==> src/rtl/rsi_params.svh <==
// Constants of the reset state initialiser: offsets, reset values, masks.
// Assumes a 32-bit Avalon-MM slave port with byte addresses.
// How it works
// - Each event is sorted into power-on, reset group or wake-up class.
// - An enabled interrupt wake-up saves the PC on top of the stack.
// - That same wake-up loads the PC with vector 0008h or 0018h.
// - A wake-up leaves a flag bit set that names its source.
// - Unused bits read zero, u bits keep, q bits follow the cause.
// - Timer zero control goes to all ones on both resets, kept on wake.
// - Timer zero high buffer clears on power-on only.
// - Oscillator control loads 0110 q000; wake-up updates only bit 3.
// - Reset cause control loads 0111 11qq, 0uqq qquu or uuuu qquu.
// - Timer two period goes to all ones, its count to zero, on resets.
// - Serial two transmit status loads 0000 0010 on both resets.
// - Analog channel configs go to all ones on power-on only.
// - Watchdog control loads 0-x0 -000 on resets, kept on wake.
`ifndef RSI_PARAMS_SVH
`define RSI_PARAMS_SVH

// ---------------------------------------------------------------
// Register offsets
// ---------------------------------------------------------------
`define RSI_OFF_T0CTL 8'h00
`define RSI_OFF_T0HB 8'h04
`define RSI_OFF_OSC 8'h08
`define RSI_OFF_RCC 8'h0C
`define RSI_OFF_T2PER 8'h10
`define RSI_OFF_T2CNT 8'h14
`define RSI_OFF_TX2 8'h18
`define RSI_OFF_AN0 8'h1C
`define RSI_OFF_AN1 8'h20
`define RSI_OFF_AN2 8'h24
`define RSI_OFF_WDC 8'h28
`define RSI_OFF_WAKE 8'h2C
`define RSI_OFF_TOS 8'h30
`define RSI_OFF_SP 8'h34
`define RSI_OFF_PC 8'h38
`define RSI_OFF_CLS 8'h3C
`define RSI_OFF_STS 8'h40
`define RSI_OFF_MSK 8'h44

// ---------------------------------------------------------------
// Reset values and bit masks
// ---------------------------------------------------------------
`define RSI_T0CTL_RST 8'hFF
`define RSI_T0HB_RST 8'h00
`define RSI_OSC_RST 8'h60
`define RSI_OSC_QBIT 3
`define RSI_OSC_WMASK 8'hF7
`define RSI_RCC_POR 8'h7C
`define RSI_RCC_POR_Q 8'h03
`define RSI_RCC_GRP_Q 8'h3C
`define RSI_RCC_GRP_U 8'h43
`define RSI_RCC_WAKE_Q 8'h0C
`define RSI_T2PER_RST 8'hFF
`define RSI_T2CNT_RST 8'h00
`define RSI_TX2_RST 8'h02
`define RSI_AN_RST 8'hFF
`define RSI_WDC_RST 8'h00
`define RSI_WDC_IMPL 8'hB7
`define RSI_WDC_XBIT 8'h20
`define RSI_VEC_RESET 21'h0_0000
`define RSI_VEC_HIGH 21'h0_0008
`define RSI_VEC_LOW 21'h0_0018
`define RSI_STK_W 5
`define RSI_PC_W 21

`endif

==> src/rtl/rsi_pkg.sv <==
// Types of the reset state initialiser.
// Assumes rsi_params.svh is compiled alongside.
`include "rsi_params.svh"
package rsi_pkg;

  typedef enum logic [1:0] {
    CLS_NONE,
    CLS_POR,
    CLS_GRP,
    CLS_WAKE
  } rsi_class_t;

  // Cause inputs: one per reset or wake source, plus irq qualifiers and q values
  typedef struct packed {
    logic por_bor;
    logic external_clear_pin;
    logic watchdog_timer;
    logic reset_instr;
    logic stack_reset;
    logic mismatch_reset;
    logic wake_watchdog;
    logic wake_irq;
    logic irq_is_high;
    logic high_prio_global_irq_enable;
    logic low_prio_global_irq_enable;
    logic osc_q;
    logic [7:0] rcc_q;
  } rsi_cause_t;

  typedef struct packed {
    logic [7:0] timer_zero_control;
    logic [7:0] timer_zero_high_buffer;
    logic [7:0] oscillator_control;
    logic [7:0] reset_cause_control;
    logic [7:0] timer_two_period;
    logic [7:0] timer_two_count;
    logic [7:0] serial_two_tx_status;
    logic [2:0][7:0] analog_channel_config;
    logic [7:0] watchdog_control;
  } rsi_sfr_t;

  typedef struct packed {
    rsi_sfr_t sfr;
    logic [7:0] wake_flag;
    logic [`RSI_PC_W-1:0] stack_top;
    logic [`RSI_STK_W-1:0] stack_pointer_reg;
    logic [`RSI_PC_W-1:0] pc;
    rsi_class_t cls;
    logic [3:0] sts;
    logic [3:0] msk;
    logic ack;
    logic [31:0] rdata;
  } rsi_state_t;

endpackage

==> src/rtl/rsi_top.sv <==
// Reset state initialiser: sets special-function registers by reset class.
// Assumes cause inputs are one-cycle pulses synchronous to clk.
//
// Decided for this implementation: the register offsets and the Avalon-MM register port.
`timescale 1ns/1ps
`include "rsi_params.svh"
module rsi_top (
  input wire logic clk,
  input wire logic rstn,
  input wire logic ce,
  input wire rsi_pkg::rsi_cause_t cause,
  input wire logic [`RSI_PC_W-1:0] pc_in,
  input wire logic [7:0] address,
  input wire logic read,
  input wire logic write,
  input wire logic [3:0] byteenable,
  input wire logic [31:0] writedata,
  output logic [31:0] readdata,
  output logic waitrequest,
  output logic irq,
  output rsi_pkg::rsi_sfr_t sfr,
  output logic [`RSI_PC_W-1:0] pc_out,
  output logic [`RSI_PC_W-1:0] stack_top,
  output logic [`RSI_STK_W-1:0] stack_pointer_reg
);

  // ---------------------------------------------------------------
  // Power-on values, also taken on rstn
  // ---------------------------------------------------------------
  localparam rsi_pkg::rsi_sfr_t SFR_POR = '{
    timer_zero_control: `RSI_T0CTL_RST,
    timer_zero_high_buffer: `RSI_T0HB_RST,
    oscillator_control: `RSI_OSC_RST,
    reset_cause_control: `RSI_RCC_POR,
    timer_two_period: `RSI_T2PER_RST,
    timer_two_count: `RSI_T2CNT_RST,
    serial_two_tx_status: `RSI_TX2_RST,
    analog_channel_config: {3{`RSI_AN_RST}},
    watchdog_control: `RSI_WDC_RST
  };

  localparam rsi_pkg::rsi_state_t ST_RST = '{
    sfr: SFR_POR,
    wake_flag: 8'h00,
    stack_top: `RSI_VEC_RESET,
    stack_pointer_reg: '0,
    pc: `RSI_VEC_RESET,
    cls: rsi_pkg::CLS_NONE,
    sts: 4'h0,
    msk: 4'h0,
    ack: 1'b0,
    rdata: 32'h0000_0000
  };

  // ---------------------------------------------------------------
  // State and working signals
  // ---------------------------------------------------------------
  rsi_pkg::rsi_state_t s_q;
  rsi_pkg::rsi_state_t s_d;
  logic req;
  logic take;
  logic wr8;
  logic grp;
  logic wake;
  logic vec;
  logic [3:0] ev;
  logic [31:0] rd;
  logic [7:0] wd;

  // ---------------------------------------------------------------
  // Next state
  // ---------------------------------------------------------------
  always_comb begin
    s_d = s_q;
    ev = 4'h0;
    req = read | write;
    take = req & s_q.ack;
    wr8 = take & write & byteenable[0];
    wd = writedata[7:0];
    grp = cause.external_clear_pin | cause.watchdog_timer |
          cause.reset_instr | cause.stack_reset |
          cause.mismatch_reset;
    wake = cause.wake_watchdog | cause.wake_irq;
    vec = cause.wake_irq & (cause.high_prio_global_irq_enable |
          cause.low_prio_global_irq_enable);

    // Read mux; unmapped words and unused bits read zero
    rd = 32'h0000_0000;
    unique case ({2'b00, address[7:2]})
      `RSI_OFF_T0CTL >> 2: rd[7:0] = s_q.sfr.timer_zero_control;
      `RSI_OFF_T0HB >> 2: rd[7:0] = s_q.sfr.timer_zero_high_buffer;
      `RSI_OFF_OSC >> 2: rd[7:0] = s_q.sfr.oscillator_control;
      `RSI_OFF_RCC >> 2: rd[7:0] = s_q.sfr.reset_cause_control;
      `RSI_OFF_T2PER >> 2: rd[7:0] = s_q.sfr.timer_two_period;
      `RSI_OFF_T2CNT >> 2: rd[7:0] = s_q.sfr.timer_two_count;
      `RSI_OFF_TX2 >> 2: rd[7:0] = s_q.sfr.serial_two_tx_status;
      `RSI_OFF_AN0 >> 2: rd[7:0] = s_q.sfr.analog_channel_config[0];
      `RSI_OFF_AN1 >> 2: rd[7:0] = s_q.sfr.analog_channel_config[1];
      `RSI_OFF_AN2 >> 2: rd[7:0] = s_q.sfr.analog_channel_config[2];
      `RSI_OFF_WDC >> 2:
        rd[7:0] = s_q.sfr.watchdog_control & `RSI_WDC_IMPL;
      `RSI_OFF_WAKE >> 2: rd[7:0] = s_q.wake_flag;
      `RSI_OFF_TOS >> 2: rd[`RSI_PC_W-1:0] = s_q.stack_top;
      `RSI_OFF_SP >> 2: rd[`RSI_STK_W-1:0] = s_q.stack_pointer_reg;
      `RSI_OFF_PC >> 2: rd[`RSI_PC_W-1:0] = s_q.pc;
      `RSI_OFF_CLS >> 2: rd[1:0] = s_q.cls;
      `RSI_OFF_STS >> 2: rd[3:0] = s_q.sts;
      `RSI_OFF_MSK >> 2: rd[3:0] = s_q.msk;
      default: rd = 32'h0000_0000;
    endcase

    // Bus: one wait cycle, answer on the second edge
    s_d.ack = req & ~s_q.ack;
    if (req & ~s_q.ack & read) begin
      s_d.rdata = rd;
    end

    // Software writes, lane 0 only
    if (wr8) begin
      unique case ({2'b00, address[7:2]})
        `RSI_OFF_T0CTL >> 2: s_d.sfr.timer_zero_control = wd;
        `RSI_OFF_T0HB >> 2: s_d.sfr.timer_zero_high_buffer = wd;
        `RSI_OFF_OSC >> 2: begin
          s_d.sfr.oscillator_control =
            (wd & `RSI_OSC_WMASK) |
            (s_q.sfr.oscillator_control & ~`RSI_OSC_WMASK);
        end
        `RSI_OFF_RCC >> 2: s_d.sfr.reset_cause_control = wd;
        `RSI_OFF_T2PER >> 2: s_d.sfr.timer_two_period = wd;
        `RSI_OFF_T2CNT >> 2: s_d.sfr.timer_two_count = wd;
        `RSI_OFF_TX2 >> 2: s_d.sfr.serial_two_tx_status = wd;
        `RSI_OFF_AN0 >> 2: s_d.sfr.analog_channel_config[0] = wd;
        `RSI_OFF_AN1 >> 2: s_d.sfr.analog_channel_config[1] = wd;
        `RSI_OFF_AN2 >> 2: s_d.sfr.analog_channel_config[2] = wd;
        `RSI_OFF_WDC >> 2: begin
          s_d.sfr.watchdog_control = wd & `RSI_WDC_IMPL;
        end
        `RSI_OFF_WAKE >> 2: s_d.wake_flag = wd;
        `RSI_OFF_MSK >> 2: s_d.msk = wd[3:0];
        default: s_d.msk = s_d.msk;
      endcase
    end

    // Status clears when read, only the bits the read returned, so an
    // event between data capture and clear is not lost
    if (take & read & ({2'b00, address[7:2]} == (`RSI_OFF_STS >> 2))) begin
      s_d.sts = s_q.sts & ~s_q.rdata[3:0];
    end

    // -------------------------------------------------------------
    // Events; power-on first, then reset group, then wake
    // -------------------------------------------------------------
    if (cause.por_bor) begin
      s_d.cls = rsi_pkg::CLS_POR;
      ev[0] = 1'b1;
      s_d.sfr.timer_zero_control = `RSI_T0CTL_RST;
      s_d.sfr.timer_zero_high_buffer = `RSI_T0HB_RST;
      s_d.sfr.oscillator_control = `RSI_OSC_RST;
      s_d.sfr.oscillator_control[`RSI_OSC_QBIT] = cause.osc_q;
      s_d.sfr.reset_cause_control =
        `RSI_RCC_POR | (cause.rcc_q & `RSI_RCC_POR_Q);
      s_d.sfr.timer_two_period = `RSI_T2PER_RST;
      s_d.sfr.timer_two_count = `RSI_T2CNT_RST;
      s_d.sfr.serial_two_tx_status = `RSI_TX2_RST;
      s_d.sfr.analog_channel_config = {3{`RSI_AN_RST}};
      s_d.sfr.watchdog_control =
        `RSI_WDC_RST | (s_q.sfr.watchdog_control & `RSI_WDC_XBIT);
      s_d.wake_flag = 8'h00;
      s_d.stack_pointer_reg = '0;
      s_d.pc = `RSI_VEC_RESET;
    end else if (grp) begin
      s_d.cls = rsi_pkg::CLS_GRP;
      ev[1] = 1'b1;
      s_d.sfr.timer_zero_control = `RSI_T0CTL_RST;
      s_d.sfr.oscillator_control = `RSI_OSC_RST;
      s_d.sfr.oscillator_control[`RSI_OSC_QBIT] = cause.osc_q;
      s_d.sfr.reset_cause_control =
        (cause.rcc_q & `RSI_RCC_GRP_Q) |
        (s_q.sfr.reset_cause_control & `RSI_RCC_GRP_U);
      s_d.sfr.timer_two_period = `RSI_T2PER_RST;
      s_d.sfr.timer_two_count = `RSI_T2CNT_RST;
      s_d.sfr.serial_two_tx_status = `RSI_TX2_RST;
      s_d.sfr.watchdog_control =
        `RSI_WDC_RST | (s_q.sfr.watchdog_control & `RSI_WDC_XBIT);
      s_d.wake_flag = 8'h00;
      s_d.stack_pointer_reg = '0;
      s_d.pc = `RSI_VEC_RESET;
    end else if (wake) begin
      s_d.cls = rsi_pkg::CLS_WAKE;
      ev[2] = 1'b1;
      // Only the SFR q bits move; every other SFR bit is kept
      s_d.sfr.oscillator_control[`RSI_OSC_QBIT] = cause.osc_q;
      s_d.sfr.reset_cause_control =
        (cause.rcc_q & `RSI_RCC_WAKE_Q) |
        (s_q.sfr.reset_cause_control & ~`RSI_RCC_WAKE_Q);
      // Source flag survives a same-cycle software write
      s_d.wake_flag[0] = s_d.wake_flag[0] | cause.wake_watchdog;
      s_d.wake_flag[1] = s_d.wake_flag[1] |
                         (cause.wake_irq & cause.irq_is_high);
      s_d.wake_flag[2] = s_d.wake_flag[2] |
                         (cause.wake_irq & ~cause.irq_is_high);
      if (vec) begin
        ev[3] = 1'b1;
        s_d.stack_top = pc_in;
        s_d.stack_pointer_reg = s_q.stack_pointer_reg +
                                `RSI_STK_W'(1);
        s_d.pc = cause.irq_is_high ? `RSI_VEC_HIGH
                                   : `RSI_VEC_LOW;
      end
    end

    // Hardware set wins over read clear
    s_d.sts = s_d.sts | ev;

    if (!ce) begin
      s_d = s_q;
    end
  end

  // ---------------------------------------------------------------
  // State register
  // ---------------------------------------------------------------
  always_ff @(posedge clk) begin
    if (!rstn) begin
      s_q <= ST_RST;
    end else begin
      s_q <= s_d;
    end
  end

  // ---------------------------------------------------------------
  // Outputs
  // ---------------------------------------------------------------
  // No access completes while ce holds the state frozen
  assign waitrequest = req & ~(s_q.ack & ce);
  assign readdata = s_q.rdata;
  assign irq = |(s_q.sts & s_q.msk);
  assign sfr = s_q.sfr;
  assign pc_out = s_q.pc;
  assign stack_top = s_q.stack_top;
  assign stack_pointer_reg = s_q.stack_pointer_reg;

endmodule

==> config.mk <==
export PLATFORM = sky130hd
export DESIGN_NAME = rsi_top
export DESIGN_NICKNAME = d
export VERILOG_FILES = /design/src/rtl/rsi_pkg.sv /design/src/rtl/rsi_top.sv
export VERILOG_INCLUDE_DIRS = /design/src /design/src/rtl
export SDC_FILE = /design/constraint.sdc
export NUM_CORES = 1
export LEC_CHECK = 0
export ABC_CLOCK_PERIOD_IN_PS = 2500
export BUFFER_PORTS_ARGS = -buffer_cell sky130_fd_sc_hd__buf_2
export CORE_MARGIN = 2
export CORE_UTILIZATION = 45
export DETAILED_ROUTE_END_ITERATION = 8
export PLACE_DENSITY = 0.71
export SLEW_MARGIN = 20
export SYNTH_ARGS = -nofsm -noshare
export SYNTH_HDL_FRONTEND = slang
export SYNTH_SLANG_ARGS = --single-unit
==> constraint.sdc <==
create_clock -name clk -period 2.5 [get_ports clk]
set_input_delay 0.25 -clock clk [delete_from_list [all_inputs] [get_ports clk]]
set_output_delay 0.25 -clock clk [all_outputs]
set_load 0.05 [all_outputs]
==> results.ini, run 1 <==
[power]
seq_power_share=0.437
p_int_mw=4.18
combPwrFrac=0.102
swShare=0.266
clock_power_share=0.461
p_leak_nw=3.93
powerDensity_nw_per_um2=600
p_sw_mw=1.51
irDropWorstVdd_uv=414
power.total_mw=5.69

[route]
initialDrtViolationCount=908
totalWireLength_um=28100
antenna_left=0
drc=0
wl_per_cell_um=21.0
viasPerCell=5.60
vias=7510
firstDrtPassIters=5

[setup_path]
reg2reg_depth=5
r2r_end=sfr[61]
r2r_slack_ns=0.44
start_kind=flop
crit_required_ns=2.81
worstPathArrival_ns=2.36
worstSetupEndpointType=flop
crit-reg2reg-launch=s_q[32]
worst-setup-path-type=flop to flop
critPathMaxFanout=9

[logic_synthesis]
yosysTopAreaCell=dfxtp_1
synth.area.top_cells=dfxtp_1, buf_4, nand2_1
synth.avg_cell_area_um2=8.57
synth_cell_types=73
yosysTopAreaCellShare=0.355
syn_area_um2=8690
synth-edff-count=0
yosys_warnings=0
ys_ff_latch=154
synthFlopType=dfxtp_1
syn_inst=1015
async_flop_share=0
yosysSeqAreaShare=0.355

[floorplanning]
die_h_um=143
ios=259
core_um2=18800
die_w_um=143
initial_core_util=0.462
fp-row-count=50
die-area_um2=20400

[min_path]
hold_path_end=stack_top[19]
min_path_type=input port to flop
holdCritStartpoint=pc_in[19]
hold_depth=3

[clock_tree]
post_cts_buffers=0
cts.sinks=154
clk_path_buf_depth=2
ctsResizeCount=0
cts_made_buffers=17
clk_pin_slew_ns=0.07
clock_latency_ns=0.42
htreeDepth=4
cts_hold_buf=0
root_buffer=clkbuf_16
cts_tree=done

[place]
dp.cells=1308
place.gp.congestion=0.994
hpwl_um=21400
io_buffers=195

[final_layout]
syn_to_final_growth_pct=9.08
drive_above_1_share=0.281
largest_reg_flops=86
instances_no_fill=1341
fin_nets=1158

[timing]
worst_slew_pin_slew_ns=0.741
slew_viol_final=0
timing.final.crit_share=0.823
min_period_ns=2.06
fmax_mhz=486
slew_headroom=0.504
hold_violations=0
clock_skew_ns=0.0137
tns_ns=0
setup_violations=0
rsz0062_at_grt=false

[grt]
busiest_layer=met2
grt_overflow=0
first_global_vias=6643
grt_usage=0.268
met3_usage=0.0590
gr-usage-met2=0.406
grt_max_degree=73
antenna_found_initial=1
grt_pass1_wl_um=40900
use_met1=0.386

[job]
maxCapViolations=0

[run_status]
status=finished, final reports clean

## worst max path at each step
| stage | from | to | slack (ns) |
|---|---|---|---|
| 3_5_place_dp | address[3] | sfr[30] | 0.32 |
| 6_report | s_q[32] | sfr[61] | 0.44 |
| 4_1_cts | s_q[32] | sfr[61] | 0.49 |
| 3_3_place_gp | address[3] | readdata[2] | 0.30 |
| 5_1_grt | s_q[32] | sfr[61] | 0.39 |
| 2_1_floorplan | cause[17] | sfr[56] | 0.59 |
## cells in the mapped netlist (all sizes together), types with 3 or more instances
| library cell | instances |
|---|---|
| a2111oi | 3 |
| a21boi | 47 |
| a21oi | 10 |
| a221oi | 7 |
| a22o | 9 |
| a22oi | 23 |
| a31oi | 9 |
| a32o | 8 |
| a32oi | 18 |
| and2 | 19 |
| and3 | 22 |
| and4 | 5 |
| buf | 201 |
| clkbuf | 38 |
| dfxtp | 154 |
| inv | 8 |
| mux2 | 5 |
| mux2i | 42 |
| nand2 | 157 |
| nand3 | 56 |
| nand3b | 3 |
| nand4 | 4 |
| nor2 | 21 |
| nor2b | 44 |
| nor3 | 5 |
| nor3b | 6 |
| nor4 | 4 |
| nor4b | 3 |
| o21a | 3 |
| o21ai | 22 |
| o22ai | 24 |
| o31ai | 3 |
| or3 | 3 |
## placed cells by master, fill, tap and decap left out, types with 5 or more instances in the layout
cell       instances
conb_1            32
dfxtp_1          154
and4_1             5
o21ai_1            6
buf_4             44
a21boi_0          23
o21ai_0           13
a21oi_1           10
nor3b_1            6
a22oi_1           22
buf_2            194
nor2b_1           44
mux2_2             5
a32oi_1           18
mux2i_1           42
a22o_1             9
inv_1              8
a21boi_1          24
nand3_1           56
a31oi_1            9
clkbuf_16         17
o22ai_1           24
a32o_1             8
and3_1            22
nand2_1          157
a221oi_1           7
and2_1            16
nor2_1            18
## area by class of cell
type	count	area [um2]
multi-input combinational	645	4090
fill	1834	9350
tap	260	325
clock inverter	12	138
inverter	8	30.0
sequential	154	3080
timing repair buffer	241	1360
antenna	1	2.50
clock buffer	20	457
## critical path: stages (launching register included)
cell and delay, ns:
dfxtp_1 0.45, and4_1 0.59, nand3_1 0.22, and2_1 0.32, a21o_1 0.23, mux2i_1 0.12
## per-layer routing
metal | vias up | wire length [um] | share of wire
met3 | 26 | 2670 | 0.095
met2 | 404 | 12700 | 0.45
met1 | 3604 | 12400 | 0.44
li1 | 3476 | - | -
met5 | - | 0 | 0
met4 | 0 | 401 | 0.014
## cells by family (layout without fill, tap and decap cells)
logic type      after synthesis  count (layout)  share of synthesized area
fa+ha+maj                     1               1                    0.00144
buf+inv                     247             281                      0.189
other cells                   1              33                   0.000431
simple gates                361             361                      0.217
flops                       154             154                      0.355
compound gates              203             203                      0.182
mux                          47              47                     0.0548
xor+xnor                      1               1                    0.00101
## stage by stage
step	utilization	cell area [um2]	setup WS [ns]	hold slack [ns]
global route	0.504	9480	0.387	0.0674
floorplan	-	8810	0.594	0.389
CTS	0.504	9480	0.488	0.0479
detailed placement	0.472	8890	0.320	0.454
global placement	0.472	8890	0.301	0.446
finish	0.504	9480	0.442	0.0683
## power by group through the flow
stage | sequential [mW] | clock, mW | combinational (mW)
CTS | 2.49 | 2.65 | 0.569
floorplan | 2.53 | 0 | 0.454
global route | 2.49 | 2.75 | 0.607
finish | 2.49 | 2.62 | 0.578
global placement | 2.54 | 0 | 0.565
detailed placement | 2.54 | 0 | 0.568
(Power assumes the default switching activity.)
==> run 2, diff against run 1 <==
--- a/config.mk
+++ b/config.mk
@@ -6,12 +6,12 @@
 export SDC_FILE = /design/constraint.sdc
 export NUM_CORES = 1
 export LEC_CHECK = 0
-export ABC_CLOCK_PERIOD_IN_PS = 2500
+export ABC_CLOCK_PERIOD_IN_PS = 1800
 export BUFFER_PORTS_ARGS = -buffer_cell sky130_fd_sc_hd__buf_2
 export CORE_MARGIN = 2
 export CORE_UTILIZATION = 45
 export DETAILED_ROUTE_END_ITERATION = 8
-export PLACE_DENSITY = 0.71
+export PLACE_DENSITY = 0.74
 export SLEW_MARGIN = 20
 export SYNTH_ARGS = -nofsm -noshare
 export SYNTH_HDL_FRONTEND = slang
==> constraint.sdc (replaced) <==
create_clock -name clk -period 1.8 [get_ports clk]
set_input_delay 0.18 -clock clk [delete_from_list [all_inputs] [get_ports clk]]
set_output_delay 0.18 -clock clk [all_outputs]
set_load 0.05 [all_outputs]
==> run 2 against run 1 <==
Net effect:
- sequential power up 39%
- via count up 3.6%
- non-clock buffer count up 70
- worst hold slack worse by 0.027 ns
- sequential cell count unchanged
- highest routed layer unchanged
- first-iteration DRC count down 6.5%
- setup slack worse by 0.39 ns
- core utilization up 3.6 points
==> results.ini, run 2 (synthesis results as in run 1) <==
[setup_path]
critPathMaxFanout=4  ; -5
worstSetupEndpointType=flop
endpoint=readdata[7]
start_kind=flop
r2r_slack_ns=0.05  ; -0.39 ns
worst-setup-path-type=flop to flop
startpoint=s_q[32]
crit-reg2reg-launch=s_q[32]
worstPathArrival_ns=2.13  ; -0.23 ns
crit_required_ns=2.18  ; -0.63 ns
reg2reg_depth=5  ; unchanged
r2r_end=readdata[7]

[clock_tree]
clk_path_buf_depth=2  ; unchanged
cts_made_buffers=17  ; unchanged
clk_pin_slew_ns=0.07  ; about the same
cts.sinks=154  ; unchanged
clock_latency_ns=0.44  ; +0.02 ns
cts_tree=done
htreeDepth=4  ; unchanged
root_buffer=clkbuf_16

[floorplanning]
die_h_um=143  ; unchanged
fp-row-count=50  ; unchanged
core_um2=18800  ; unchanged
die-area_um2=20400  ; unchanged
die_w_um=143  ; unchanged
initial_core_util=0.462  ; unchanged
ios=259  ; unchanged

[route]
drc=0  ; unchanged
vias=7778  ; +3.6%
initialDrtViolationCount=849  ; -6.5%
antenna_left=0  ; unchanged
viasPerCell=5.52  ; -1.5%
totalWireLength_um=28600  ; +1.6%
wl_per_cell_um=20.3  ; -3.4%
firstDrtPassIters=5  ; unchanged

[place]
place.gp.congestion=0.973  ; -2.1%
dp.cells=1354  ; +3.5%
dp_worst_setup_slack_ns=-0.206  ; -0.526 ns
hpwl_um=21900  ; +2.0%
io_buffers=195  ; unchanged

[final_layout]
final_cell_mix=buf_2, nand2_1, dfxtp_1
syn_to_final_growth_pct=17.0
fin_nets=1228  ; +6.0%
final_common_cell=buf_2
drive_above_1_share=0.311  ; +0.0307
instances_no_fill=1410  ; +5.1%
largest_reg_flops=86  ; unchanged
nFillCells=1767  ; -3.7%
n_antenna_cell=0  ; -1

[timing]
clock_skew_ns=0.0121  ; -0.00161 ns
min_period_ns=1.75  ; -0.306 ns
slew_viol_final=0  ; unchanged
setup_violations=0  ; unchanged
timing.final.crit_share=0.973  ; +0.150
final_critical_path_setup_slack_ns=0.0480  ; -0.394 ns
tns_ns=0  ; unchanged
rsz0062_at_grt=false
fmax_mhz=571  ; +17%
worst_slew_pin_slew_ns=0.698  ; -0.0428 ns
slew_headroom=0.523  ; +0.0183
hold_violations=0  ; unchanged

[power]
irDropWorstVdd_uv=655  ; +58%
power.total_mw=8.01  ; +41%
powerDensity_nw_per_um2=788  ; +31%
p_leak_nw=4.30  ; +9.2%

[grt]
grt_usage=0.275  ; +0.00696
grt_pass1_wl_um=41900  ; +2.5%
grt_overflow=0  ; unchanged
grt_max_degree=88  ; +21%
antenna_found_initial=0  ; -1
first_global_vias=7119  ; +7.2%

[min_path]
min_path_type=input port to flop

[job]
maxCapViolations=0  ; unchanged

[run_status]
status=finished, final reports clean

run 2: metrics by stage:
stage,instance area (um2),utilization,hold slack (ns)
floorplan,8810,-,0.319
global placement,9320,0.495,0.427
global route,10200,0.540,0.0445
detailed placement,9320,0.495,0.430
CTS,10100,0.539,0.0289
finish,10200,0.540,0.0418
run 2: critical path: stages, from the launching register on:
cell and delay (ns):
dfxtp_2 0.33, nand3b_1 0.25, buf_4 0.21, or4_1 0.57
a21boi_1 0.19, o31a_1 0.14
run 2: layout make-up:
class,count,area [um2],area share
Inverter,8,30.0,0.00295
Clock buffer,18,429,0.0422
Timing Repair Buffer,311,2030,0.200
Sequential cell,154,3080,0.303
Tap cell,260,325,0.0320
Multi-Input combinational cell,645,4110,0.404
Clock inverter,14,159,0.0156
run 2: how the worst min path moves through the flow:
stage	depth (start not counted)	start	end	slack, ns
global placement	3	pc_in[10]	stack_top[10]	0.43
CTS	3	writedata[5]	sfr[5]	0.03
floorplan	2	pc_in[10]	stack_top[10]	0.32
global route	3	cause[2]	sfr[58]	0.04
detailed placement	3	pc_in[19]	stack_top[19]	0.43
finish	3	cause[2]	sfr[58]	0.04
run 2: repair_timing:
action | CTS | global route
hold buffers | 22 | 0
hold endpoints to repair | 22 | 0
pin swaps | 0 | 0
setup endpoints to repair | 1 | 20
buffers inserted | 2 | 0
gates resized for setup | 0 | 8
run 2: per-layer routing:
layer | part of all wire | global-route usage | vias up
li1 | - | - | 3623
met1 | 0.43 | 0.380 | 3663
met2 | 0.45 | 0.412 | 444
met3 | 0.092 | 0.0661 | 48
met4 | 0.028 | 0.109 | 0
met5 | 0 | 0 | -
run 2: report_power, final:
part | internal, mW | leakage [nW] | switching [mW]
clock | 2.07 | 0.283 | 1.57
combinational | 0.324 | 2.77 | 0.589
sequential | 3.43 | 1.25 | 0.0253
==> run 3, diff against run 2 <==
--- a/config.mk
+++ b/config.mk
@@ -10,6 +10,7 @@
 export BUFFER_PORTS_ARGS = -buffer_cell sky130_fd_sc_hd__buf_2
 export CORE_MARGIN = 2
 export CORE_UTILIZATION = 45
+export CTS_BUF_LIST = sky130_fd_sc_hd__clkbuf_16
 export DETAILED_ROUTE_END_ITERATION = 8
 export PLACE_DENSITY = 0.74
 export SLEW_MARGIN = 20
==> run 3 against run 2 <==
Net effect:
- sequential cell count unchanged
- cell count unchanged
- worst hold slack about the same
- register-to-register slack about the same
- clock skew about the same
- largest power group unchanged
- sequential share of layout area unchanged
- combinational power about the same
- critical path type unchanged
- highest routed layer unchanged
- clock-buffer cell count decreased by 1
- first-iteration DRC count increased by 0.24%
- setup slack improved by 0.0022 ns
- global-route usage unchanged
==> results.ini, run 3 (synthesis results as in run 1) <==
[run_status]
status=finished, final reports clean

[clock_tree]
cts_made_buffers=17  ; unchanged
htreeDepth=4  ; unchanged
cts_tree=done
cts.sinks=154  ; unchanged
clock_latency_ns=0.44  ; about the same
clk_path_buf_depth=2  ; unchanged
root_buffer=clkbuf_16
clk_pin_slew_ns=0.07  ; about the same

[floorplanning]
die-area_um2=20400  ; unchanged
die_w_um=143  ; unchanged
fp-row-count=50  ; unchanged
initial_core_util=0.462  ; unchanged
ios=259  ; unchanged
core_um2=18800  ; unchanged
die_h_um=143  ; unchanged

[route]
drc=0  ; unchanged
viasPerCell=5.51  ; -0.14%
totalWireLength_um=28600  ; about the same
initialDrtViolationCount=851  ; +0.24%
vias=7767  ; -0.14%
wl_per_cell_um=20.3  ; about the same
antenna_left=0  ; unchanged
firstDrtPassIters=5  ; unchanged

[timing]
min_period_ns=1.75  ; -0.00218 ns
hold_violations=0  ; unchanged
setup_violations=0  ; unchanged
slew_headroom=0.522  ; -0.000574
worst_slew_pin_slew_ns=0.699  ; +0.000839 ns
fmax_mhz=572  ; +0.12%
clock_skew_ns=0.0122  ; +0.0000812 ns
final_critical_path_setup_slack_ns=0.0502  ; +0.00218 ns
timing.final.crit_share=0.972  ; -0.00121
rsz0062_at_grt=false
slew_viol_final=0  ; unchanged

[place]
dp.cells=1354  ; unchanged
dpl_cell_area_um2=9320  ; unchanged
hpwl_um=21900  ; unchanged
io_buffers=195  ; unchanged
dp_worst_setup_slack_ns=-0.206  ; unchanged
place.gp.congestion=0.973  ; unchanged

[grt]
first_global_vias=7119  ; unchanged
grt_usage=0.275  ; unchanged
antenna_found_initial=0  ; unchanged
grt_pass1_wl_um=41900  ; unchanged
grt_overflow=0  ; unchanged
grt_max_degree=88  ; unchanged

[power]
powerDensity_nw_per_um2=788  ; about the same
irDropWorstVdd_uv=656  ; about the same
p_leak_nw=4.30  ; about the same

[min_path]
min_path_type=input port to flop

[final_layout]
drive_above_1_share=0.311  ; unchanged
instances_no_fill=1410  ; unchanged
fin_nets=1228  ; unchanged
final_common_cell=buf_2
final_cell_mix=buf_2, nand2_1, dfxtp_1
largest_reg_flops=86  ; unchanged
fin_area_um2=10200  ; unchanged
syn_to_final_growth_pct=17.0  ; unchanged
n_antenna_cell=0  ; unchanged

[setup_path]
worstSetupEndpointType=flop
crit_required_ns=2.18  ; about the same
worst-setup-path-type=flop to flop
worstPathArrival_ns=2.13  ; about the same
critPathMaxFanout=4  ; unchanged
start_kind=flop

[job]
maxCapViolations=0  ; unchanged

## run 3: cell type report
class	instances	area, um2
repair buffers	311	2030
flip-flops and latches	154	3080
inverters	8	30.0
clock buffers	17	425
well taps	260	325
multi-input cells	645	4110
fillers	1767	8660
clock inverters	15	163
## run 3: where the power goes
part	internal, mW	switching, mW
Clock	2.07	1.58
Sequential	3.43	0.0251
Combinational	0.324	0.589
## run 3: critical path, stage by stage (launching register included)
cell and delay, ns:
dfxtp_2 0.33, nand3b_1 0.25, buf_4 0.21, or4_1 0.57
a21boi_1 0.19, o31a_1 0.14
## run 3: path summary, 6_finish.rpt
kind | from | endpoint | slack [ns] | cells after the start
min reg2reg | readdata[18] | readdata[18] | 0.46 | 2
max | s_q[32] | readdata[7] | 0.05 | 5
max reg2reg | s_q[32] | readdata[7] | 0.05 | 5
min | cause[2] | sfr[58] | 0.04 | 3
## run 3: layer usage
layer	share of wire	GRT usage	wire length [um]	up-vias
li1	-	-	-	3619
met1	0.43	0.380	12300	3661
met2	0.45	0.412	12800	428
met3	0.093	0.0661	2650	59
met4	0.030	0.109	866	0
met5	0	0	0	-
## run 3: what timing repair did
item,4_1_cts,5_1_grt
hold endpoints to repair,22,0
setup buffers,2,0
endpoints found under the setup margin,1,20
hold buffers,22,0
resized for setup,0,8
## run 3: stage by stage
stage / utilization / setup TNS (ns) / hold WS [ns] / total power, mW
6_report: 0.540 / 0 / 0.0419 / 8.01
5_1_grt: 0.540 / 0 / 0.0444 / 8.24
4_1_cts: 0.539 / 0 / 0.0288 / 8.04
3_5_place_dp: 0.495 / -9.23 / 0.430 / 4.38
3_3_place_gp: 0.495 / -7.48 / 0.427 / 4.38
2_1_floorplan: - / -0.104 / 0.319 / 4.15
